==> src/hdl/sbm_pkg.sv <==
// Shared constants, operation codes and helpers of the shift and bit manipulation unit.
package sbm_pkg;

    // Operand width and bit-number field width.
    localparam int DATA_W    = 8;
    localparam int BIT_POS_W = 3;

    // Reset values of the result and flag outputs.
    localparam logic [7:0] RESULT_RST = 8'h00;
    localparam logic       FLAG_RST   = 1'b0;

    // One code per instruction of the shift and bit groups.
    typedef enum logic [4:0] {
        OP_ARITH_SHIFT_LEFT,
        OP_ARITH_SHIFT_RIGHT,
        OP_LOGIC_SHIFT_LEFT,
        OP_LOGIC_SHIFT_RIGHT,
        OP_ROTATE_LEFT_PLAIN,
        OP_ROTATE_RIGHT_PLAIN,
        OP_ROTATE_LEFT_VIA_CARRY,
        OP_ROTATE_RIGHT_VIA_CARRY,
        OP_SINGLE_BIT_SET,
        OP_SINGLE_BIT_CLEAR,
        OP_SINGLE_BIT_INVERT,
        OP_SINGLE_BIT_TEST,
        OP_CARRY_AND_BIT,
        OP_CARRY_AND_INVERTED_BIT,
        OP_CARRY_OR_BIT,
        OP_CARRY_OR_INVERTED_BIT,
        OP_CARRY_XOR_BIT,
        OP_CARRY_XOR_INVERTED_BIT,
        OP_BIT_TO_CARRY,
        OP_INVERTED_BIT_TO_CARRY,
        OP_CARRY_TO_BIT,
        OP_INVERTED_CARRY_TO_BIT
    } sbm_op_type;

    // True for the inverted variants, which only accept an immediate bit number.
    function automatic logic sbm_imm_only(input sbm_op_type op);
        sbm_imm_only = (op == OP_CARRY_AND_INVERTED_BIT) || (op == OP_CARRY_OR_INVERTED_BIT)
                    || (op == OP_CARRY_XOR_INVERTED_BIT) || (op == OP_INVERTED_BIT_TO_CARRY)
                    || (op == OP_INVERTED_CARRY_TO_BIT);
    endfunction : sbm_imm_only

    // True for the shifts and rotates, which only act on a general register.
    function automatic logic sbm_is_shift(input sbm_op_type op);
        sbm_is_shift = (op <= OP_ROTATE_RIGHT_VIA_CARRY);
    endfunction : sbm_is_shift

endpackage : sbm_pkg

==> src/hdl/sbm_bit_alu.sv <==
// Combinational byte datapath: one-bit shifts, rotates and single-bit operations.
module sbm_bit_alu (
    input  wire sbm_pkg::sbm_op_type      op,          // Operation to perform.
    input  wire logic [7:0]               operand,     // Byte from register or memory.
    input  wire logic [2:0]               bit_pos,     // Selected bit number.
    input  wire logic                     carry_in,    // Current carry flag.
    output logic      [7:0]               result,      // Modified byte.
    output logic                          carry_res,   // New carry flag.
    output logic                          zero_res,    // New zero flag.
    output logic                          wr_operand,  // Result must be written back.
    output logic                          wr_carry,    // Carry flag is updated.
    output logic                          wr_zero      // Zero flag is updated.
);

    logic [7:0] bit_mask;
    logic       sel_bit;

    // One-hot mask of the selected bit and the bit itself.
    assign bit_mask = 8'h01 << bit_pos;
    assign sel_bit  = operand[bit_pos];

    // Each shift moves exactly one place; every other bit keeps its value in bit operations.
    always_comb begin
        result     = operand;
        carry_res  = carry_in;
        zero_res   = 1'b0;
        wr_operand = 1'b0;
        wr_carry   = 1'b0;
        wr_zero    = 1'b0;
        unique case (op)
            sbm_pkg::OP_ARITH_SHIFT_LEFT, sbm_pkg::OP_LOGIC_SHIFT_LEFT: begin
                result     = {operand[6:0], 1'b0};
                carry_res  = operand[7];
                wr_operand = 1'b1;
                wr_carry   = 1'b1;
            end
            sbm_pkg::OP_ARITH_SHIFT_RIGHT: begin
                result     = {operand[7], operand[7:1]};
                carry_res  = operand[0];
                wr_operand = 1'b1;
                wr_carry   = 1'b1;
            end
            sbm_pkg::OP_LOGIC_SHIFT_RIGHT: begin
                result     = {1'b0, operand[7:1]};
                carry_res  = operand[0];
                wr_operand = 1'b1;
                wr_carry   = 1'b1;
            end
            sbm_pkg::OP_ROTATE_LEFT_PLAIN: begin
                result     = {operand[6:0], operand[7]};
                carry_res  = operand[7];
                wr_operand = 1'b1;
                wr_carry   = 1'b1;
            end
            sbm_pkg::OP_ROTATE_RIGHT_PLAIN: begin
                result     = {operand[0], operand[7:1]};
                carry_res  = operand[0];
                wr_operand = 1'b1;
                wr_carry   = 1'b1;
            end
            sbm_pkg::OP_ROTATE_LEFT_VIA_CARRY: begin
                result     = {operand[6:0], carry_in};
                carry_res  = operand[7];
                wr_operand = 1'b1;
                wr_carry   = 1'b1;
            end
            sbm_pkg::OP_ROTATE_RIGHT_VIA_CARRY: begin
                result     = {carry_in, operand[7:1]};
                carry_res  = operand[0];
                wr_operand = 1'b1;
                wr_carry   = 1'b1;
            end
            sbm_pkg::OP_SINGLE_BIT_SET: begin
                result     = operand | bit_mask;
                wr_operand = 1'b1;
            end
            sbm_pkg::OP_SINGLE_BIT_CLEAR: begin
                result     = operand & ~bit_mask;
                wr_operand = 1'b1;
            end
            sbm_pkg::OP_SINGLE_BIT_INVERT: begin
                result     = operand ^ bit_mask;
                wr_operand = 1'b1;
            end
            sbm_pkg::OP_SINGLE_BIT_TEST: begin
                zero_res = ~sel_bit;
                wr_zero  = 1'b1;
            end
            sbm_pkg::OP_CARRY_AND_BIT: begin
                carry_res = carry_in & sel_bit;
                wr_carry  = 1'b1;
            end
            sbm_pkg::OP_CARRY_AND_INVERTED_BIT: begin
                carry_res = carry_in & ~sel_bit;
                wr_carry  = 1'b1;
            end
            sbm_pkg::OP_CARRY_OR_BIT: begin
                carry_res = carry_in | sel_bit;
                wr_carry  = 1'b1;
            end
            sbm_pkg::OP_CARRY_OR_INVERTED_BIT: begin
                carry_res = carry_in | ~sel_bit;
                wr_carry  = 1'b1;
            end
            sbm_pkg::OP_CARRY_XOR_BIT: begin
                carry_res = carry_in ^ sel_bit;
                wr_carry  = 1'b1;
            end
            sbm_pkg::OP_CARRY_XOR_INVERTED_BIT: begin
                carry_res = carry_in ^ ~sel_bit;
                wr_carry  = 1'b1;
            end
            sbm_pkg::OP_BIT_TO_CARRY: begin
                carry_res = sel_bit;
                wr_carry  = 1'b1;
            end
            sbm_pkg::OP_INVERTED_BIT_TO_CARRY: begin
                carry_res = ~sel_bit;
                wr_carry  = 1'b1;
            end
            sbm_pkg::OP_CARRY_TO_BIT: begin
                result     = carry_in ? (operand | bit_mask) : (operand & ~bit_mask);
                wr_operand = 1'b1;
            end
            sbm_pkg::OP_INVERTED_CARRY_TO_BIT: begin
                result     = carry_in ? (operand & ~bit_mask) : (operand | bit_mask);
                wr_operand = 1'b1;
            end
            default: begin
                result = operand;
            end
        endcase
    end

endmodule : sbm_bit_alu

==> src/hdl/sbm_shift_bit_unit.sv <==
// Shift, rotate and single-bit execution unit with register and memory operand paths.
//
// Overview of operation
// - Arithmetic shifts move a register byte one place and write it back.
// - Logical shifts move a register byte one place and write it back.
// - Plain rotates feed the bit leaving one end into the other end.
// - Rotates through carry treat the carry flag as a ninth bit.
// - Bit number comes from a 3-bit immediate or low register bits.
// - Bit set forces the selected bit to one, others unchanged.
// - Bit clear forces the selected bit to zero, others unchanged.
// - Bit invert complements the selected bit and writes the byte back.
// - Bit test puts the inverted bit in zero, operand untouched.
// - Carry becomes carry AND selected bit.
// - Carry becomes carry AND inverted selected bit.
// - Carry becomes carry OR selected bit.
// - Carry becomes carry OR inverted selected bit.
// - Carry becomes carry XOR selected bit.
// - Carry becomes carry XOR inverted selected bit.
// - Carry takes the selected bit, operand untouched.
// - Carry takes the inverted selected bit.
// - Selected bit takes the carry, other bits intact.
// - Selected bit takes the inverted carry.
// - Inverted variants take the bit number only from the immediate.
module sbm_shift_bit_unit (
    input  wire logic                 clk,              // Core clock, 50 MHz.
    input  wire logic                 rst_n,            // Synchronous reset, active low.
    input  wire logic                 clk_en,           // Freezes all state while low.
    input  wire logic                 req_valid,        // Instruction offered.
    output logic                      req_ready,        // Unit idle and taking requests.
    input  wire sbm_pkg::sbm_op_type  req_op,           // Operation code.
    input  wire logic                 req_to_mem,       // Operand is a memory byte.
    input  wire logic                 req_bit_from_reg, // Bit number from register low bits.
    input  wire logic [2:0]           req_bit_imm,      // Immediate bit number.
    input  wire logic [7:0]           req_bit_reg,      // Register holding the bit number.
    input  wire logic [7:0]           req_reg_data,     // General register operand.
    input  wire logic                 carry_in,         // Carry flag at issue.
    output logic                      mem_rd_req,       // Memory byte read pending.
    input  wire logic                 mem_rd_valid,     // Read data valid.
    input  wire logic [7:0]           mem_rd_data,      // Memory byte read.
    output logic                      mem_wr_req,       // Memory byte write pending.
    output logic      [7:0]           mem_wr_data,      // Memory byte to write.
    input  wire logic                 mem_wr_done,      // Memory write taken.
    output logic                      done,             // Instruction complete, one cycle.
    output logic      [7:0]           res_data,         // Result byte for the register.
    output logic                      res_reg_we,       // Write result to register, one cycle.
    output logic                      carry_out,        // New carry flag.
    output logic                      carry_we,         // Update carry flag, one cycle.
    output logic                      zero_out,         // New zero flag.
    output logic                      zero_we           // Update zero flag, one cycle.
);

    typedef enum logic [1:0] {
        ST_IDLE,
        ST_READ,
        ST_WRITE
    } sbm_state_type;

    sbm_state_type       state_reg;
    sbm_state_type       state_next;
    sbm_pkg::sbm_op_type op_reg;
    logic [2:0]          pos_reg;
    logic                carry_reg;
    logic                accept;
    logic                rd_take;
    logic                wr_take;
    logic [2:0]          req_pos;
    sbm_pkg::sbm_op_type alu_op;
    logic [7:0]          alu_operand;
    logic [2:0]          alu_pos;
    logic                alu_carry;
    logic [7:0]          alu_result;
    logic                alu_carry_res;
    logic                alu_zero_res;
    logic                alu_wr_operand;
    logic                alu_wr_carry;
    logic                alu_wr_zero;
    logic                reg_path;
    logic                finish;
    logic                mem_to_write;
    logic                wr_pending_reg;

    // Requests are taken only when idle; shifts never go to memory.
    assign req_ready  = (state_reg == ST_IDLE);
    assign accept     = clk_en && req_valid && req_ready;
    assign reg_path   = !req_to_mem || sbm_pkg::sbm_is_shift(req_op);
    assign rd_take    = clk_en && (state_reg == ST_READ) && mem_rd_valid;
    assign wr_take    = clk_en && (state_reg == ST_WRITE) && mem_wr_done;
    assign mem_rd_req = (state_reg == ST_READ);
    assign mem_wr_req = (state_reg == ST_WRITE);

    // The register form of the bit number is ignored for the inverted variants.
    assign req_pos = (req_bit_from_reg && !sbm_pkg::sbm_imm_only(req_op))
                   ? req_bit_reg[2:0] : req_bit_imm;

    // Register operands go straight through; memory operands use the held command.
    assign alu_op      = (state_reg == ST_IDLE) ? req_op : op_reg;
    assign alu_operand = (state_reg == ST_IDLE) ? req_reg_data : mem_rd_data;
    assign alu_pos     = (state_reg == ST_IDLE) ? req_pos : pos_reg;
    assign alu_carry   = (state_reg == ST_IDLE) ? carry_in : carry_reg;

    sbm_bit_alu u_alu (
        .op         (alu_op),
        .operand    (alu_operand),
        .bit_pos    (alu_pos),
        .carry_in   (alu_carry),
        .result     (alu_result),
        .carry_res  (alu_carry_res),
        .zero_res   (alu_zero_res),
        .wr_operand (alu_wr_operand),
        .wr_carry   (alu_wr_carry),
        .wr_zero    (alu_wr_zero)
    );

    // Flags are committed when the register op is taken or the memory read returns.
    assign finish       = (accept && reg_path) || rd_take;
    assign mem_to_write = rd_take && alu_wr_operand;

    // Command fields are held across the memory wait so the bus may take any time.
    always_ff @(posedge clk) begin
        if (!rst_n) begin
            op_reg    <= sbm_pkg::OP_ARITH_SHIFT_LEFT;
            pos_reg   <= 3'h0;
            carry_reg <= sbm_pkg::FLAG_RST;
        end else if (accept) begin
            op_reg    <= req_op;
            pos_reg   <= req_pos;
            carry_reg <= carry_in;
        end
    end

    // Memory sequence: read the whole byte, modify it, write the whole byte back if the ALU raises wr_operand for the operation.
    always_comb begin
        state_next = state_reg;
        unique case (state_reg)
            ST_IDLE: begin
                if (accept && !reg_path) begin
                    state_next = ST_READ;
                end
            end
            ST_READ: begin
                if (rd_take) begin
                    state_next = alu_wr_operand ? ST_WRITE : ST_IDLE;
                end
            end
            ST_WRITE: begin
                if (wr_take) begin
                    state_next = ST_IDLE;
                end
            end
        endcase
    end

    always_ff @(posedge clk) begin
        if (!rst_n) begin
            state_reg <= ST_IDLE;
        end else if (clk_en) begin
            state_reg <= state_next;
        end
    end

    // The written byte is the full read byte with only the selected bit changed.
    always_ff @(posedge clk) begin
        if (!rst_n) begin
            mem_wr_data    <= sbm_pkg::RESULT_RST;
            wr_pending_reg <= 1'b0;
        end else if (clk_en) begin
            if (mem_to_write) begin
                mem_wr_data <= alu_result;
            end
            wr_pending_reg <= mem_to_write;
        end
    end

    // Result and flag strobes; a memory op that writes back signals done only after its write is taken.
    always_ff @(posedge clk) begin
        if (!rst_n) begin
            res_data   <= sbm_pkg::RESULT_RST;
            res_reg_we <= 1'b0;
            carry_out  <= sbm_pkg::FLAG_RST;
            carry_we   <= 1'b0;
            zero_out   <= sbm_pkg::FLAG_RST;
            zero_we    <= 1'b0;
            done       <= 1'b0;
        end else if (clk_en) begin
            res_reg_we <= 1'b0;
            carry_we   <= 1'b0;
            zero_we    <= 1'b0;
            done       <= wr_take || (finish && !mem_to_write);
            if (finish) begin
                if (accept) begin
                    res_data   <= alu_result;
                    res_reg_we <= alu_wr_operand;
                end
                carry_out <= alu_carry_res;
                carry_we  <= alu_wr_carry;
                zero_out  <= alu_zero_res;
                zero_we   <= alu_wr_zero;
            end
        end
    end

    // Checks below all look one cycle after the triggering edge, which is an enabled edge for every check except a_wr_hold.
    a_ashl_result : assert property (@(posedge clk) disable iff (!rst_n)
        (accept && req_op == sbm_pkg::OP_ARITH_SHIFT_LEFT)
        |=> (res_data == {$past(req_reg_data[6:0]), 1'b0}) && res_reg_we && carry_we
            && (carry_out == $past(req_reg_data[7])))
        else $error("arithmetic shift left result or carry wrong");

    a_ashr_sign : assert property (@(posedge clk) disable iff (!rst_n)
        (accept && req_op == sbm_pkg::OP_ARITH_SHIFT_RIGHT)
        |=> (res_data[7:6] == {2{$past(req_reg_data[7])}}) && (carry_out == $past(req_reg_data[0])))
        else $error("arithmetic shift right lost the sign");

    a_lshr_fill : assert property (@(posedge clk) disable iff (!rst_n)
        (accept && req_op == sbm_pkg::OP_LOGIC_SHIFT_RIGHT)
        |=> (res_data == {1'b0, $past(req_reg_data[7:1])}) && res_reg_we)
        else $error("logical shift right result wrong");

    a_rotate_wrap : assert property (@(posedge clk) disable iff (!rst_n)
        (accept && req_op == sbm_pkg::OP_ROTATE_RIGHT_PLAIN)
        |=> (res_data == {$past(req_reg_data[0]), $past(req_reg_data[7:1])}))
        else $error("plain rotate right did not wrap");

    a_rotc_ninth : assert property (@(posedge clk) disable iff (!rst_n)
        (accept && req_op == sbm_pkg::OP_ROTATE_LEFT_VIA_CARRY)
        |=> (res_data[0] == $past(carry_in)) && (carry_out == $past(req_reg_data[7])))
        else $error("rotate through carry did not use carry");

    a_bit_set : assert property (@(posedge clk) disable iff (!rst_n)
        (accept && reg_path && req_op == sbm_pkg::OP_SINGLE_BIT_SET)
        |=> (res_data == ($past(req_reg_data) | (8'h01 << $past(req_pos)))) && !carry_we)
        else $error("bit set changed the wrong bits");

    a_bit_test : assert property (@(posedge clk) disable iff (!rst_n)
        (accept && reg_path && req_op == sbm_pkg::OP_SINGLE_BIT_TEST)
        |=> zero_we && !res_reg_we && !carry_we && (zero_out == !$past(req_reg_data[req_pos])))
        else $error("bit test zero flag wrong or operand written");

    a_carry_and : assert property (@(posedge clk) disable iff (!rst_n)
        (accept && reg_path && req_op == sbm_pkg::OP_CARRY_AND_BIT)
        |=> carry_we && !res_reg_we && (carry_out == ($past(carry_in) & $past(req_reg_data[req_pos]))))
        else $error("carry and bit result wrong");

    a_inv_imm_only : assert property (@(posedge clk) disable iff (!rst_n)
        (accept && reg_path && req_op == sbm_pkg::OP_INVERTED_BIT_TO_CARRY)
        |=> (carry_out == !$past(req_reg_data[req_bit_imm])))
        else $error("inverted load did not use the immediate bit number");

    a_bit_store : assert property (@(posedge clk) disable iff (!rst_n)
        (accept && reg_path && req_op == sbm_pkg::OP_CARRY_TO_BIT)
        |=> res_reg_we && (res_data == (($past(req_reg_data) & ~(8'h01 << $past(req_pos)))
            | ({7'h00, $past(carry_in)} << $past(req_pos)))))
        else $error("bit store did not place the carry in the selected bit");

    // The write byte must not move while the memory side has not yet taken it.
    a_wr_hold : assert property (@(posedge clk) disable iff (!rst_n)
        (mem_wr_req && !mem_wr_done)
        |=> mem_wr_req && $stable(mem_wr_data))
        else $error("memory write request dropped or data changed before it was taken");

    a_mem_rmw : assert property (@(posedge clk) disable iff (!rst_n)
        (rd_take && op_reg == sbm_pkg::OP_SINGLE_BIT_CLEAR)
        |=> mem_wr_req && (mem_wr_data == ($past(mem_rd_data) & ~(8'h01 << $past(pos_reg))))
            && !done ##0 (wr_pending_reg))
        else $error("memory write back is not the read byte with one bit cleared");

endmodule : sbm_shift_bit_unit

==> config.mk <==
export PLATFORM = sky130hd
export DESIGN_NAME = sbm_shift_bit_unit
export DESIGN_NICKNAME = d
export VERILOG_FILES = /design/src/hdl/sbm_pkg.sv /design/src/hdl/sbm_bit_alu.sv /design/src/hdl/sbm_shift_bit_unit.sv
export SDC_FILE = /design/constraint.sdc
export NUM_CORES = 1
export LEC_CHECK = 0
export ABC_AREA = 1
export BUFFER_PORTS_ARGS = -buffer_cell sky130_fd_sc_hd__buf_2
export CAP_MARGIN = 20
export CORE_MARGIN = 8
export CORE_UTILIZATION = 46
export CTS_BUF_LIST = sky130_fd_sc_hd__clkbuf_16
export DETAILED_ROUTE_END_ITERATION = 7
export GPL_TIMING_DRIVEN = 1
export MAX_ROUTING_LAYER = met4
export PLACE_DENSITY = 0.75
export SLEW_MARGIN = 15
export SYNTH_ARGS = -nofsm -noshare
export SYNTH_HDL_FRONTEND = slang
export SYNTH_HIERARCHICAL = 1
export SYNTH_SLANG_ARGS = --single-unit
==> constraint.sdc <==
create_clock -name clk -period 2.75 [get_ports clk]
set_input_delay 0.55 -clock clk [delete_from_list [all_inputs] [get_ports clk]]
set_output_delay 0.55 -clock clk [all_outputs]
set_load 0.03 [all_outputs]
==> results.py, run 1 <==
metrics = {
    "worst_setup_path": {
        "max_stage_delay_ns": 0.31,
        "cp-end-kind": "register",
        "critPathRequiredTime_ns": 2.92,
        "worstPathCellList": "buf_2 -> or2_2 -> nand3_4 -> nand3_1 -> nand3_1 -> o21ai_0 -> buf_4 -> nor2_2 -> nand2_1 -> ha_1 -> nand2_1 -> nand2_1 -> nor3_2 -> o221ai_2 -> o21ai_1 -> nor2_1",
        "cp-start-kind": "input port",
        "arrival_ns": 2.76,
        "slowest_stage": "or2_2",
        "critical_path_class": "in2reg",
        "cp_max_fo": 7,
        "crit_top_cell": "nand2_1",
    },
    "drt": {
        "drc": 0,
        "via_count": 3219,
        "drt_iter0_markers": 245,
        "vias_per_cell": 5.184,
        "antenna_left": 0,
        "firstDrtPassIters": 5,
        "wire_per_inst_um": 13.20,
        "drt_wl_total_um": 8198,
    },
    "clock_tree": {
        "clkTransAtPathRegs_ns": 0.06,
        "cts_tree": "done",
        "insertion_delay_ns": 0.28,
        "cts_root_buf": "clkbuf_16",
        "cts.htree.levels": 2,
        "cts_buffers": 5,
        "cts_sinks": 33,
        "holdBufCountCts": 0,
        "cts.path.max_buffers": 2,
    },
    "synth": {
        "synthCells": 451,
        "synth_area_leaders": "dfxtp_1, nand2_1, ha_1, nand3_1, inv_1",
        "synth-seq-cells": 33,
        "yosysUniqueCellTypes": 33,
        "synth_fp_nets": 511,
        "synth_edf_count": 0,
        "yosys.area.top_type": "dfxtp_1",
        "synthArstFlopShare_pct": 0,
        "syn_area_um2": 2765,
        "yosysWarnings": 6,
        "avgSynthCellArea_um2": 6.131,
        "ys_seq_area_share_pct": 23.89,
        "synthFlopType": "dfxtp_1",
        "yosysMostFrequentCell": "nand2_1",
        "synthTopCellsByCount": "nand2_1, inv_1, nor2_1, nand3_1, o21ai_0",
        "synth_top_area_share_pct": 23.89,
    },
    "layout": {
        "drive_gt1_share_pct": 27.11,
        "final_cells": 621,
        "syn2layout_area_growth_pct": 29.95,
        "antenna-diode-count": 0,
        "fin_area_um2": 3593,
        "fillerInstances": 563,
        "nets": 605,
    },
    "place": {
        "numPortBuffers": 60,
        "placed_area_um2": 3347,
        "place.gp.congestion": 0.9841,
        "dpl_worst_slack_ns": -0.2886,
        "dp_hpwl_um": 6471,
        "dpl.cell_count": 608,
    },
    "timing": {
        "slew_viol_final": 0,
        "hold_viol_final": 0,
        "period_minus_slack_ns": 2.592,
        "worst_slack_ns": 0.1580,
        "slew_headroom_pct": 64.86,
        "fmax_ghz": 0.3858,
        "worst_hold_slack_ns": 0.4455,
        "finalSetupViolCount": 0,
        "worst_pin_slew_ns": 0.5266,
        "fin_skew_ns": 0.006893,
        "fin_crit_sh_pct": 94.26,
    },
    "status": {
        "outcome": "finished, final reports clean",
    },
    "flow_run": {
        "drv_cap": 0,
    },
    "power": {
        "power.density_nw_per_um2": 444.6,
        "p_leak_nw": 1.770,
        "fin_total_pwr_mw": 1.598,
        "peakVddDrop_mv": 0.2907,
    },
    "floorplan": {
        "die_width_um": 93.53,
        "num_io_pins": 66,
        "die-area_um2": 8748,
        "dieHeight_um": 93.53,
        "row_count": 28,
        "core_area_um2": 5851,
        "start_util_pct": 47.26,
    },
    "grt": {
        "grt_pass1_vias": 3043,
        "antenna_found_initial": 0,
        "track_usage_pct": 19.31,
        "gr-total-overflow": 0,
        "grt_pass1_wl_um": 13700,
        "grt_max_degree": 19,
    },
    "worst_hold_path": {
        "hold_class": "reg2reg",
    },
}
==> repair_timing <==
item | CTS | global route
cloned | 0 | 0
setup buffers | 0 | 5
setup endpoints to repair | 9 | 18
gates resized for setup | 2 | 19
pin swaps | 0 | 4
==> cell usage in the layout, fill, tap and decap left out, drive strengths merged <==
master and instances:
buf 98, clkbuf 5, a211oi 2, nor2 50
nand4 4, inv 57, o22ai 10, nand3 45
clkinvlp 2, o21ai 38, clkinv 2, nor3 8
nand2 130, o221ai 1, a21oi 33, dfxtp 33
ha 19, and2 1, or2 2, mux2 1
o211ai 5
==> layout make-up <==
class,count,area [um^2],share of cell area [%]
clock buffer,5,125.1,3.482
clock inverter,3,17.52,0.4875
inverter,58,224.0,6.233
multi-input combinational,349,1874,52.16
sequential,33,660.6,18.38
tap,75,93.84,2.611
timing repair buffer,98,598.1,16.64
==> critical path: cells and delay by family <==
family                     cells  cell delay (ns)
AOI/OAI and AO/OA              3             0.38
and+or+nand+nor               10             1.27
adders and majority gates      1             0.29
buffers and inverters          2             0.28
==> report_power, final <==
part           internal (mW)  leakage (nW)  total [mW]  switching (mW)
Clock                  0.331        0.0696       0.538           0.207
Combinational          0.209          1.43       0.556           0.347
Sequential             0.496         0.268       0.503         0.00666
==> through the flow <==
| stage | utilization, % | TNS (ns) |
|---|---|---|
| floorplan | - | -0.04018 |
| global placement | 57.21 | -1.870 |
| detailed placement | 57.21 | -2.715 |
| finish | 61.42 | 0 |
| global route | 61.42 | -0.01564 |
| CTS | 59.75 | 0 |
==> cells by family after synthesis <==
kind of cell | after synthesis | synth area share (%)
adders and majority gates | 19 | 8.597
and+or+nand+nor | 240 | 38.87
DFF | 33 | 23.89
muxes | 1 | 0.4072
buffers and inverters | 69 | 10.77
AOI/OAI and AO/OA | 89 | 17.47
==> routing by layer <==
metal  up-vias  routed length (um)  global-route usage [%]
met4         0                  95                   5.680
met5         -                   0                       -
met3        10                 455                   4.006
met1      1451                3565                   22.70
met2        93                4082                   32.37
li1       1665                   -                       -
==> final timing paths <==
kind / start / endpoint / cells after the start / slack, ns
hold / removal: op_reg[2] / op_reg[2] / 2 / 0.45
hold reg to reg: op_reg[2] / op_reg[2] / 2 / 0.45
setup reg to reg: state_reg[0] / res_data[3] / 13 / 0.16
setup / recovery: req_op[3] / mem_wr_data[4] / 16 / 0.16
Note: power is estimated with default switching activity, not from simulation.
==> run 2: changes to the inputs <==
==> constraint.sdc (replaced) <==
create_clock -name clk -period 2.75 [get_ports clk]
set_input_delay 0.55 -clock clk [delete_from_list [all_inputs] [get_ports clk]]
set_output_delay 0.55 -clock clk [all_outputs]
set_load 0.02 [all_outputs]
==> results.py, run 2 (same netlist as run 1, synthesis figures left out) <==
metrics = {
    "timing": {
        "hold_viol_final": 0,
        "fin_skew_ns": 0.005741,
        "rsz0062_at_grt": "false",
        "worst_pin_slew_ns": 0.5502,
        "fmax_ghz": 0.3866,
        "fin_setup_tns_ns": 0,
        "finalSetupViolCount": 0,
        "slew_viol_final": 0,
        "fin_crit_sh_pct": 94.06,
        "period_minus_slack_ns": 2.587,
        "slew_headroom_pct": 63.28,
    },
    "floorplan": {
        "core_area_um2": 5851,
        "die_width_um": 93.53,
        "start_util_pct": 47.26,
        "dieHeight_um": 93.53,
        "die-area_um2": 8748,
        "num_io_pins": 66,
        "row_count": 28,
    },
    "clock_tree": {
        "cts.path.max_buffers": 2,
        "cts_tree": "done",
        "holdBufCountCts": 0,
        "cts_root_buf": "clkbuf_16",
        "cts_sinks": 33,
        "insertion_delay_ns": 0.28,
        "clkTransAtPathRegs_ns": 0.05,
        "cts.htree.levels": 2,
        "cts_buffers": 5,
    },
    "worst_setup_path": {
        "worst-path-stages": 17,
        "crit_family": "simple AND/OR/NAND/NOR gates",
        "cp_max_fo": 7,
        "critical_path_class": "in2reg",
        "cp-end-kind": "register",
        "cp-start-kind": "input port",
        "path_buf_inv": 3,
        "critPathRequiredTime_ns": 2.92,
        "arrival_ns": 2.76,
        "worstPathCellList": "buf_2 -> or2_2 -> nand3_4 -> nand2_4 -> nand2_1 -> nand3_2 -> o21ai_2 -> inv_2 -> nor3_4 -> inv_2 -> ha_1 -> nand2_1 -> o21ai_0 -> a211oi_1 -> nand3_1 -> o21ai_1 -> nor2_1",
        "slowest_stage": "or2_2",
        "max_stage_delay_ns": 0.31,
        "rr_worst_depth": 14,
    },
    "grt": {
        "gr-total-overflow": 0,
        "grt_pass1_wl_um": 13500,
        "track_usage_pct": 18.96,
        "antenna_found_initial": 0,
        "grt_max_degree": 19,
        "grt_pass1_vias": 3094,
    },
    "power": {
        "fin_total_pwr_mw": 1.685,
        "peakVddDrop_mv": 0.3233,
        "power.internal_mw": 1.138,
        "seqPwrFrac_pct": 29.9,
        "p_sw_share_pct": 32.47,
        "comb_power_share_pct": 33.5,
        "p_leak_nw": 1.821,
        "p_switching_mw": 0.5472,
        "clkPwrFrac_pct": 36.6,
        "power.density_nw_per_um2": 460.2,
    },
    "drt": {
        "drt_iter0_markers": 159,
        "via_count": 3230,
        "drt_wl_total_um": 8144,
        "antenna_left": 0,
        "vias_per_cell": 5.160,
        "drc": 0,
        "wire_per_inst_um": 13.01,
        "firstDrtPassIters": 4,
    },
    "layout": {
        "nets": 610,
        "final_common_cell": "nand2_1",
        "antenna-diode-count": 0,
        "register_area_um2": 660.6,
        "fin_area_um2": 3662,
        "fin_util_pct": 62.60,
        "fillerInstances": 560,
        "final_cell_mix": "nand2_1, buf_2, inv_1",
        "multiInputGateArea_um2": 1901,
        "drive_gt1_share_pct": 27.77,
        "syn2layout_area_growth_pct": 32.44,
    },
    "place": {
        "place.gp.congestion": 0.9409,
        "numPortBuffers": 60,
        "placed_area_um2": 3402,
        "dp_hpwl_um": 6516,
    },
    "flow_run": {
        "drv_cap": 0,
    },
    "worst_hold_path": {
        "hold_class": "reg2reg",
        "whs_path_depth": 2,
    },
    "status": {
        "outcome": "finished, final reports clean",
    },
}
run 2: power groups by stage:
stage,combinational [mW],sequential [mW],clock [mW]
floorplan,0.330,0.522,0
global placement,0.522,0.513,0
detailed placement,0.532,0.513,0
CTS,0.536,0.503,0.622
global route,0.630,0.505,0.648
finish,0.565,0.503,0.617
run 2: cell type report:
type                       count  area share, %
multi-input combinational    349          51.90
inverter                      58          6.047
tap                           75          2.562
clock inverter                 3          1.025
timing repair buffer         103          17.01
clock buffer                   5          3.416
sequential                    33          18.04
run 2: through the flow:
step           cells  setup slack, ns  hold slack, ns
2_1_floorplan    451         -0.03997          0.4238
3_3_place_gp     617          -0.2197          0.4327
3_5_place_dp     617          -0.2832          0.4405
4_1_cts          625          0.01480          0.4481
5_1_grt          626         0.005015          0.4647
6_report         626           0.1634          0.4467
run 2: worst min-delay path, delay by kind of cell, from the launching register on:
family | cells | cell delay (ns)
compound gates | 1 | 0.05
buf+inv | 1 | 0.05
flops | 1 | 0.29
run 2: metal layers:
layer / part of all wire [%] / global-route usage, % / wire length, um
met4: 0.79 / 4.624 / 64
met2: 49 / 33.20 / 4026
met5: 0 / - / 0
met1: 45 / 21.68 / 3678
met3: 4.6 / 3.606 / 374
run 2: final timing paths:
| check | startpoint | to | slack (ns) |
|---|---|---|---|
| hold reg to reg | op_reg[1] | op_reg[1] | 0.45 |
| setup / recovery | req_op[3] | mem_wr_data[6] | 0.16 |
| setup reg to reg | state_reg[1] | mem_wr_data[1] | 0.29 |
| hold / removal | op_reg[1] | op_reg[1] | 0.45 |
run 2: repair_timing:
action                                  CTS  global route
buffers inserted                          0             1
gates resized for setup                   2            24
pin swaps                                 0             9
cloned                                    0             0
endpoints found under the setup margin   16            17
==> run 3: changes to the inputs <==
==> constraint.sdc (replaced) <==
create_clock -name clk -period 2.75 [get_ports clk]
set_input_delay 0 -clock clk [delete_from_list [all_inputs] [get_ports clk]]
set_output_delay 0 -clock clk [all_outputs]
set_load 0.02 [all_outputs]
==> results.py, run 3 (same netlist as run 1, synthesis figures left out) <==
metrics = {
    "clock_tree": {
        "cts.path.max_buffers": 2,
        "cts_root_buf": "clkbuf_16",
        "cts_buffers": 5,
        "cts_sinks": 33,
        "insertion_delay_ns": 0.28,
        "cts_tree": "done",
        "clkTransAtPathRegs_ns": 0.06,
        "cts.htree.levels": 2,
    },
    "timing": {
        "worst_hold_slack_ns": 0.02770,
        "slew_viol_final": 0,
        "worst_pin_slew_ns": 0.5261,
        "finalSetupViolCount": 0,
        "worst_slack_ns": 0.2461,
        "hold_viol_final": 0,
        "rsz0062_at_grt": "false",
        "fmax_ghz": 0.3994,
        "fin_skew_ns": 0.005190,
        "period_minus_slack_ns": 2.504,
        "fin_crit_sh_pct": 91.05,
        "fin_setup_tns_ns": 0,
        "slew_headroom_pct": 64.89,
    },
    "grt": {
        "track_usage_pct": 19.12,
        "grt_pass1_vias": 3128,
        "grt_max_degree": 19,
        "gr-total-overflow": 0,
        "antenna_found_initial": 0,
        "grt_pass1_wl_um": 13590,
    },
    "drt": {
        "via_count": 3163,
        "antenna_left": 0,
        "drt_iter0_markers": 180,
        "drt_wl_total_um": 7970,
        "firstDrtPassIters": 5,
        "drc": 0,
        "wire_per_inst_um": 13.11,
        "vias_per_cell": 5.202,
    },
    "floorplan": {
        "core_area_um2": 5851,
        "die-area_um2": 8748,
        "row_count": 28,
        "die_width_um": 93.53,
        "num_io_pins": 66,
        "start_util_pct": 47.26,
        "dieHeight_um": 93.53,
    },
    "worst_setup_path": {
        "rr_worst_depth": 14,
        "arrival_ns": 2.70,
        "critPathRequiredTime_ns": 2.95,
        "cp-end-kind": "register",
        "critical_path_class": "reg2reg",
        "cp_max_fo": 6,
        "cp-start-kind": "register",
    },
    "place": {
        "dpl.cell_count": 599,
        "place.gp.congestion": 1.002,
        "dp_hpwl_um": 6391,
        "placed_area_um2": 3266,
        "dpl_worst_slack_ns": -0.04935,
        "numPortBuffers": 60,
    },
    "layout": {
        "final_common_cell": "nand2_1",
        "fillerInstances": 606,
        "nets": 592,
        "fin_area_um2": 3450,
        "drive_gt1_share_pct": 23.26,
        "syn2layout_area_growth_pct": 24.75,
        "final_cells": 608,
        "final_cell_mix": "nand2_1, buf_2, inv_1",
        "antenna-diode-count": 0,
        "fin_util_pct": 58.96,
    },
    "worst_hold_path": {
        "hold_class": "in2reg",
        "whs_path_depth": 5,
    },
    "power": {
        "p_switching_mw": 0.5400,
        "fin_total_pwr_mw": 1.553,
        "seqPwrFrac_pct": 32.4,
        "clkPwrFrac_pct": 34.9,
        "power.internal_mw": 1.013,
        "p_sw_share_pct": 34.78,
        "comb_power_share_pct": 32.7,
        "power.density_nw_per_um2": 450.1,
        "p_leak_nw": 1.702,
        "peakVddDrop_mv": 0.2973,
    },
    "flow_run": {
        "drv_cap": 0,
    },
    "status": {
        "outcome": "finished, final reports clean",
    },
}
run 3: area by class of cell:
type                            instances  area (um^2)  area share [%]
Clock buffer                            5        125.1           3.627
Clock inverter                          3        17.52          0.5078
Inverter                               58        220.2           6.384
Multi-Input combinational cell        349         1842           53.39
Sequential cell                        33        660.6           19.15
Tap cell                               75        93.84           2.720
Timing Repair Buffer                   85        490.5           14.22
run 3: path summary, 6_finish.rpt:
kind	startpoint	endpoint	slack, ns
max	state_reg[1]	res_data[3]	0.25
min	req_bit_imm[2]	pos_reg[2]	0.03
max reg2reg	state_reg[1]	res_data[3]	0.25
min reg2reg	op_reg[1]	op_reg[1]	0.45
run 3: worst max-delay path, cell delays in order, from the launching register on:
cell and delay, ns:
dfxtp_1 0.36, inv_1 0.10, ha_4 0.19, buf_4 0.15
o21ai_1 0.19, inv_1 0.16, nor2_4 0.14, nand3_2 0.12
inv_1 0.19, o21ai_0 0.11, o21ai_0 0.16, nor2_1 0.06
nor2_1 0.23, nand3_1 0.11, a21oi_1 0.15
run 3: power by group through the flow:
stage          clock network (mW)  logic (mW)  registers [mW]
2_1_floorplan                   0       0.329           0.522
3_3_place_gp                    0       0.485           0.513
3_5_place_dp                    0       0.492           0.514
4_1_cts                     0.555       0.495           0.503
5_1_grt                     0.572       0.571           0.505
6_report                    0.542       0.507           0.503
run 3: timing repair:
action,4_1_cts,5_1_grt
resized for setup,1,13
buffers inserted,0,0
pin swaps,0,0
hold buffers,1,0
endpoints found under the setup margin,4,17
endpoints found under the hold margin,1,0
run 3: routing by layer:
metal,vias up,global-route usage (%),share of wire (%)
li1,1635,-,-
met1,1417,22.31,45
met2,97,32.67,49
met3,14,2.885,4.7
met4,0,6.473,1.8
met5,-,-,0
